`config.mk`:
```
export PLATFORM = sky130hd
export DESIGN_NAME = ufbt_top
export DESIGN_NICKNAME = d
export VERILOG_FILES = /design/src/verilog/ufbt_pkg.sv /design/src/verilog/ufbt_div_if.sv /design/src/verilog/ufbt_frac_div.sv /design/src/verilog/ufbt_top.sv
export SDC_FILE = /design/constraint.sdc
export NUM_CORES = 1
export LEC_CHECK = 0
export BUFFER_PORTS_ARGS = -buffer_cell sky130_fd_sc_hd__buf_2
export CORE_MARGIN = 4
export CORE_UTILIZATION = 40
export CTS_CLUSTER_SIZE = 12
export DETAILED_ROUTE_END_ITERATION = 12
export HOLD_SLACK_MARGIN = 0.05
export PLACE_DENSITY = 0.58
export SKIP_LAST_GASP = 1
export SLEW_MARGIN = 10
export SYNTH_ARGS = -nofsm -noshare
export SYNTH_HDL_FRONTEND = slang
export SYNTH_SLANG_ARGS = --single-unit
```
`constraint.sdc`:
```
create_clock -name clock -period 6.4 [get_ports clock]
set_input_delay 0.32 -clock clock [delete_from_list [all_inputs] [get_ports clock]]
set_output_delay 0.32 -clock clock [all_outputs]
set_load 0.01 [all_outputs]
```
`src/verilog/ufbt_pkg.sv`:
```
package ufbt_pkg;
  // Byte-wide register map
  localparam logic [7:0] FD_OFF = 8'h9d;
  localparam logic [7:0] CTRL_OFF = 8'h9e;
  localparam logic [7:0] FD_RESET = 8'h00;
  localparam logic [7:0] CTRL_RESET = 8'h00;
  // Field positions
  localparam int CTRL_SEL_BIT = 7;
  localparam int CTRL_DIV_MSB = 2;
  localparam int FD_MSB = 5;
  localparam int DIV_W = 3;
  localparam int FD_W = 6;
  // Highest documented prescale exponent
  localparam logic [2:0] DIV_MAX = 3'h6;
  // Accumulator width of 13 bits, and tick weight per clock
  localparam int ACC_W = 13;
  localparam logic [ACC_W-1:0] ACC_STEP = 13'h0040;
  // Reference setting: control 81H, fraction 2DH
  localparam logic [2:0] EX_DIV = 3'h1;
  localparam logic [5:0] EX_FD = 6'h2d;
  localparam logic [ACC_W-1:0] EX_MOD = 13'h00da;
  // Fixed-rate serial mode counter end value: a tick every 4 clocks at single rate
  localparam logic [1:0] FIX_LAST = 2'h3;
endpackage : ufbt_pkg

```
`src/verilog/ufbt_div_if.sv`:
```
interface ufbt_div_if;
  logic run;
  logic restart;
  logic [ufbt_pkg::ACC_W-1:0] modulus;
  logic tick;
  modport ctrl (output run, output restart, output modulus, input tick);
  modport div (input run, input restart, input modulus, output tick);
endinterface : ufbt_div_if

```
`src/verilog/ufbt_frac_div.sv`:
```
module ufbt_frac_div (
  input wire logic clock,
  input wire logic rst,
  ufbt_div_if.div bus
);
  logic [ufbt_pkg::ACC_W-1:0] acc;
  logic [ufbt_pkg::ACC_W:0] sum;
  logic wrap;
  logic [ufbt_pkg::ACC_W-1:0] next_acc;

  // Adds 64 per clock, wraps at 2^div*(fd+64)
  assign sum = {1'b0, acc} + {1'b0, ufbt_pkg::ACC_STEP};
  assign wrap = sum >= {1'b0, bus.modulus};
  assign next_acc = wrap ? ufbt_pkg::ACC_W'(sum - {1'b0, bus.modulus})
                         : ufbt_pkg::ACC_W'(sum);

  // Restart on reconfiguration so no stale residue bursts ticks
  always_ff @(posedge clock or posedge rst)
  begin
    if (rst)
    begin
      acc <= '0;
      bus.tick <= 1'b0;
    end
    else if (!bus.run || bus.restart)
    begin
      acc <= '0;
      bus.tick <= 1'b0;
    end
    else
    begin
      acc <= next_acc;
      bus.tick <= wrap;
    end
  end
endmodule : ufbt_frac_div

```
`src/verilog/ufbt_top.sv`:
```
// Function
// - Select bit makes timer the rate source
// - Selected: ignore double-rate and timer2 selects
// - Deselected: classic fixed, timer1, timer2 sources
// - Exponent field picks binary divider 0..6
// - Six-bit fraction sets fractional ratio
// - Unimplemented bits ignored, read as zero
// - Control register at 9EH resets to zero
// - Fraction register at 9DH resets zero
// - 81H with 2DH gives about 230400
// - Rate is 2f over 2^(div-1)(fd+64)
// - Replaces timer1 or timer2 for serial
module ufbt_top (
  input wire logic clock,
  input wire logic rst,
  input wire logic [7:0] sfr_addr,
  input wire logic sfr_wr,
  input wire logic [7:0] sfr_wdata,
  input wire logic sfr_rd,
  output logic [7:0] sfr_rdata,
  input wire logic double_rate_bit,
  input wire logic timer2_transmit_clock_select,
  input wire logic timer2_receive_clock_select,
  input wire logic fixed_rate_mode,
  input wire logic timer1_overflow,
  input wire logic timer2_overflow,
  output logic uart_rate_source_select,
  output logic tx_tick16,
  output logic rx_tick16
);
  ufbt_div_if div_bus ();

  logic [2:0] binary_prescale_exponent;
  logic [5:0] fractional_divide_value;
  logic [1:0] fix_cnt;
  logic t1_half;

  function automatic logic hit(input logic [7:0] addr,
                               input logic [7:0] off);
    hit = addr == off;
  endfunction : hit

  // Code 7 is undocumented; treated as the deepest divider
  function automatic logic [ufbt_pkg::ACC_W-1:0] prescale_modulus(
    input logic [2:0] div, input logic [5:0] fd);
    logic [2:0] d;
    d = (div > ufbt_pkg::DIV_MAX) ? ufbt_pkg::DIV_MAX : div;
    prescale_modulus = {6'h00, 1'b1, fd} << d;
  endfunction : prescale_modulus

  logic wr_ctrl;
  logic wr_fd;
  logic [7:0] ctrl_view;
  logic [7:0] fd_view;
  logic [7:0] next_rdata;
  logic fix_tick;
  logic t1_tick;
  logic next_tx;
  logic next_rx;
  logic conv_tx;
  logic conv_rx;

  assign wr_ctrl = sfr_wr && hit(sfr_addr, ufbt_pkg::CTRL_OFF);
  assign wr_fd = sfr_wr && hit(sfr_addr, ufbt_pkg::FD_OFF);

  assign ctrl_view = {uart_rate_source_select, 4'h0,
                      binary_prescale_exponent};
  assign fd_view = {2'h0, fractional_divide_value};
  // Unmapped addresses read zero
  assign next_rdata = !sfr_rd ? 8'h00
                    : hit(sfr_addr, ufbt_pkg::CTRL_OFF) ? ctrl_view
                    : hit(sfr_addr, ufbt_pkg::FD_OFF) ? fd_view
                    : 8'h00;

  always_ff @(posedge clock or posedge rst)
  begin
    if (rst)
    begin
      uart_rate_source_select <= ufbt_pkg::CTRL_RESET[ufbt_pkg::CTRL_SEL_BIT];
      binary_prescale_exponent <= ufbt_pkg::CTRL_RESET[ufbt_pkg::DIV_W-1:0];
    end
    else if (wr_ctrl)
    begin
      uart_rate_source_select <= sfr_wdata[ufbt_pkg::CTRL_SEL_BIT];
      binary_prescale_exponent <= sfr_wdata[ufbt_pkg::CTRL_DIV_MSB:0];
    end
  end

  always_ff @(posedge clock or posedge rst)
  begin
    if (rst)
      fractional_divide_value <= ufbt_pkg::FD_RESET[ufbt_pkg::FD_W-1:0];
    else if (wr_fd)
      fractional_divide_value <= sfr_wdata[ufbt_pkg::FD_MSB:0];
  end

  always_ff @(posedge clock or posedge rst)
  begin
    if (rst)
      sfr_rdata <= 8'h00;
    else
      sfr_rdata <= next_rdata;
  end

  // modulus 2^div*(fd+64) against 64 per clock
  assign div_bus.modulus = prescale_modulus(binary_prescale_exponent,
                                            fractional_divide_value);
  assign div_bus.run = uart_rate_source_select;
  assign div_bus.restart = wr_ctrl || wr_fd;

  ufbt_frac_div u_div (
    .clock(clock),
    .rst(rst),
    .bus(div_bus.div)
  );

  // classic sources kept alive when deselected
  always_ff @(posedge clock or posedge rst)
  begin
    if (rst)
      fix_cnt <= 2'h0;
    else
      fix_cnt <= fix_cnt + 2'h1;
  end

  // Timer1 overflow must be halved when double rate is off
  always_ff @(posedge clock or posedge rst)
  begin
    if (rst)
      t1_half <= 1'b0;
    else if (timer1_overflow)
      t1_half <= !t1_half;
  end

  assign fix_tick = double_rate_bit ? fix_cnt[0]
                                    : (fix_cnt == ufbt_pkg::FIX_LAST);
  assign t1_tick = timer1_overflow && (double_rate_bit || t1_half);
  assign conv_tx = fixed_rate_mode ? fix_tick
                 : timer2_transmit_clock_select ? timer2_overflow : t1_tick;
  assign conv_rx = fixed_rate_mode ? fix_tick
                 : timer2_receive_clock_select ? timer2_overflow : t1_tick;

  // selected path looks at none of the classic controls
  // stands in for timer1 or timer2
  assign next_tx = uart_rate_source_select ? div_bus.tick : conv_tx;
  assign next_rx = uart_rate_source_select ? div_bus.tick : conv_rx;

  always_ff @(posedge clock or posedge rst)
  begin
    if (rst)
    begin
      tx_tick16 <= 1'b0;
      rx_tick16 <= 1'b0;
    end
    else
    begin
      tx_tick16 <= next_tx;
      rx_tick16 <= next_rx;
    end
  end

  // Helper: cycles between selected ticks at the reference setting
  logic [3:0] gap;
  logic armed;
  logic ex_cfg;
  logic restart_d;

  assign ex_cfg = uart_rate_source_select
    && binary_prescale_exponent == ufbt_pkg::EX_DIV
    && fractional_divide_value == ufbt_pkg::EX_FD;

  always_ff @(posedge clock or posedge rst)
  begin
    if (rst)
      gap <= 4'h0;
    else if (tx_tick16)
      gap <= 4'h0;
    else if (gap != 4'hf)
      gap <= gap + 4'h1;
  end

  always_ff @(posedge clock or posedge rst)
  begin
    if (rst)
      armed <= 1'b0;
    // Tick already in flight at a restart is stale
    else if (!ex_cfg || div_bus.restart || restart_d)
      armed <= 1'b0;
    else if (tx_tick16)
      armed <= 1'b1;
  end

  always_ff @(posedge clock or posedge rst)
  begin
    if (rst)
      restart_d <= 1'b0;
    else
      restart_d <= div_bus.restart;
  end
endmodule : ufbt_top

```
==> results.md <==
- The biggest fanout along the worst timing path is 24.
- STA classifies the critical path startpoint as a register.
- The worst path needs 4.09 ns of the cycle, external delays included.
- The clock transition time at the flip-flop clock pins of the worst setup and hold paths is 0.08 ns.
- Of all flip-flops after synthesis, the portion carrying an async set or reset was 100%.
- Sorting the synthesized cells by area gives the leading types as dfrtp_1, mux2i_1, ha_1.
- The starting utilization of the core area is 41.4%.
- The number of antenna violations at the first check in global routing was 0.
- The clock network latency to the later pin of the worst-skew pair is 0.29 ns.
- At the pin with the least slew margin, the transition time is 1.15 ns.
- The final-report max-slew violation count is 0.
- The aggregate global-route resource usage is 15.3%.
- The clock network accounts for 27.1% of the total power.
- Internal power comes to 490 uW.
- In the final layout, flip-flops and latches occupy 901 um2.
- Among all flip-flop cells after synthesis, the most frequent one is dfrtp_1.
- The detail-routed net length per standard cell is 14.6 um.
- The standby leakage power is 1.40 nW.
- After synthesis the cells add up to 2470 um2.
- For this run the aggregate overflow at the end of global routing stands at 0.
- At the end of routability-driven placement, the weighted congestion stood at 0.805.
- The number of gates resized after CTS was 0.
- The fraction of post-synthesis cell area in the top cell type by area is 36.5%.
- The number of nets in the synthesized netlist is 308.
- The number of inserted filler cells in the final layout is 607.
- The relative area change from synthesis to final layout is 13.0%.
- The floorplan step defined a die boundary enclosing 7490 um2.
- The worst register-to-register path has a depth of 11.
- Static timing analysis puts the maximum clock frequency at 244 MHz.
- The wire-length estimate of the detail-placed layout is 4.08 mm.
- At the end of the flow, the number of nets in the layout was 339.
- For this run, design rule violations remaining after detail routing come to 0.
- The starting DRC count in detailed routing is 78.
- The tool flagged a number of max-cap violations equal to 0.
- The clock tree synthesis step divided the H-tree into 2 levels.
- In this run the vertical extent of the chip is 86.5 um.
- Leaving out filler cells and counting taps, the final layout contains 373.
- The number of global-route vias before repair is 1804.
- For this design the top-level I/O count stands at 37.
- The via density per instance is 5.27.
- The worst pin sits at a relative slew slack of 22.8%.
- The cell type contributing the most total cell area after synthesis is dfrtp_1.
- The number of enable flip-flop cells after synthesis is 0.
- The number of standard cells after synthesis is 266.
- The yosys synthesis warning count is 0.
- Counting tap cells, the placed design contains a total of 365 instances.
- Combinational cells account for 39.1% of the total power.
- The hold violation count in the final report is 0.
- The number of diodes added for antenna fixing is 0.
- The distinct cell type count after synthesis is 46.
- After detailed routing, the total wire length is 5.45 mm.
- The first-pass GRT wire length is 8.88 mm.
- TritonCTS created 5 clock buffers.
- The data required time at the worst endpoint is 6.58 ns.
- In this run the standard cell core region covers 5960 um2.
- The final count of negative-setup-slack endpoints is 0.
- The CTS tree is built.
- The number of I/O port buffers is 34.
- The clock drives 36 sinks.
- The deepest clock path buffer count is 2.
- The total number of placement rows is 28.
- The routed layout has 1967 vias.
- Setup repair after global routing left no endpoint under its margin.
- Of the cells placed in the final design, the portion with a size suffix greater than 1 is 19.8%.
- The proportion of power drawn by flip-flops and latches is 33.8%.
- The post-detailed-route count of antenna-violating nets is 0.
- The run finished with clean final reports.
- For the worst setup path, the data arrival time is 4.27 ns.
- The worst register-to-register path ends at u_div.bus.tick$_DFF_PP0_.
- Dividing the final minimum period by the clock period gives 63.9%.
- The maximum number of pins on one net before global-route repair is 37.
- The kind of end point of the critical path is a register.
- The setup TNS after final layout is 0 ns.
- The ratio of total power to cell area is 270 nW/um2.
- On the final layout, the worst clock skew is 0.00917 ns.
- The sequential share of the synthesized area is 36.5%.
- The internal reg-to-reg setup slack is 2.31 ns.
- After clock tree synthesis, the flow added hold-fix buffers numbering 0.
- The clock root buffer is clkbuf_8.
- Synthesis inferred 36 register bits.
- The worst register-to-register path begins at binary_prescale_exponent[1]$_DFFE_PP0P_.
- The average instance in the mapped netlist occupies 9.28 um2.
- The number of setup buffers added after CTS is 0.
- The horizontal extent of the die is 86.5 um.
- The library cells used most frequently in the layout, excluding fill and tap cells, are dfrtp_1, buf_2, nor2_1, a21oi_1, mux2i_1.
- The worst setup path is of the register to register kind.
- The type of the tightest min-delay check is input port to asynchronous set/reset pin.
- The most common library cell in the layout ignoring fill and taps is dfrtp_1.
- The multi-input combinational cells in the finished layout cover a total of 1460 um2.
- Across the VDD grid, the largest voltage drop is 117 uV.
- The analysis attributes to net switching a power of 263 uW.
- Before antenna repair, the detailed router went through 4 iterations.
- The net switching fraction of the power is 34.9%.
-- through the flow --
step / hold WS, ns / area [um2] / power (mW) / worst slack, ns / utilization (%)
after global placement: 0.441 / 2680 / 0.549 / 2.25 / 45.0
after CTS: 0.139 / 2790 / 0.761 / 2.25 / 46.8
after global routing: 0.174 / 2790 / 0.810 / 1.83 / 46.8
final: 0.121 / 2790 / 0.753 / 2.31 / 46.8
after detailed placement: 0.443 / 2680 / 0.554 / 2.28 / 45.0
after floorplan: 0.407 / 2470 / 0.514 / 3.42 / -
-- sequential cells by signal (all words and copies together), names as in the netlist, 2 cells and up --
name                      count
sfr_rdata                     7
u_div.acc                    13
binary_prescale_exponent      3
fractional_divide_value       6
fix_cnt                       2
-- layer usage --
metal	GRT usage, %	part of all wire (%)
met1	22.1	50
met2	23.1	46
met3	3.04	3.2
met4	4.53	1.6
met5	0	0
-- cell families (layout without fill, tap and decap cells) --
logic type / after synthesis / count (layout) / share of synthesized area [%]
other: 1 / 1 / 0.152
adder cells (fa/ha/maj): 16 / 16 / 8.42
multiplexers: 30 / 30 / 12.7
AND/OR/NAND/NOR: 83 / 83 / 16.5
flip-flops: 36 / 36 / 36.5
XOR/XNOR: 14 / 14 / 4.97
AO/OA/AOI/OAI: 63 / 63 / 16.2
buffers and inverters: 23 / 55 / 4.46
-- synth_stat cells, types with 2 or more instances --
master    instances
nand2b_1          7
mux2i_1          19
a21oi_1          22
a211oi_2          2
nand2_1          18
nor2b_1           4
ha_1             15
mux2_2           11
xnor2_1          11
a22oi_1           3
a31oi_1           3
nor3_1            4
clkbuf_1          7
and3_1            8
and2_1            4
o21ai_0          14
dfrtp_1          36
a21o_1            4
inv_1            12
nor2_1           23
a211oi_1          5
xor2_1            3
nand3_1           8
-- worst max-delay path: stages, from the launching register on --
cell and delay (ns):
dfrtp_1 0.78, nand2_1 0.22, nand2_1 0.23, mux2i_1 0.31, o21ai_0 0.14, o21ai_0 0.20, ha_1 0.32, a21o_1 0.26
a31o_1 0.23, a211oi_2 0.36, a31oi_2 0.50, and3_2 0.42
-- power groups by stage --
stage               Combinational, mW  Clock [mW]  Sequential, mW
floorplan                       0.261           0           0.252
global placement                0.291           0           0.258
CTS                             0.296       0.210           0.255
finish                          0.294       0.204           0.254
detailed placement              0.295           0           0.259
global route                    0.329       0.223           0.257
-- worst max-delay path by stage --
stage | startpoint | endpoint | cells after the start | slack [ns]
2_1_floorplan | binary_prescale_exponent[1]$_DFFE_PP0P_ | u_div.bus.tick$_DFF_PP0_ | 13 | 3.42
3_3_place_gp | binary_prescale_exponent[1]$_DFFE_PP0P_ | u_div.acc[11]$_DFF_PP0_ | 12 | 2.25
3_5_place_dp | binary_prescale_exponent[1]$_DFFE_PP0P_ | u_div.bus.tick$_DFF_PP0_ | 11 | 2.28
4_1_cts | binary_prescale_exponent[1]$_DFFE_PP0P_ | u_div.bus.tick$_DFF_PP0_ | 11 | 2.25
5_1_grt | binary_prescale_exponent[1]$_DFFE_PP0P_ | u_div.acc[9]$_DFF_PP0_ | 12 | 1.83
6_report | binary_prescale_exponent[1]$_DFFE_PP0P_ | u_div.bus.tick$_DFF_PP0_ | 11 | 2.31
-- layout make-up --
cell class	instances	share of cell area, %
multi-input cells	207	52.5
flip-flops and latches	36	32.3
repair buffers	35	6.37
well taps	75	3.37
clock buffers	6	2.60
inverters	12	1.62
clock inverters	2	1.26
Power figures use the tool's default switching activity.
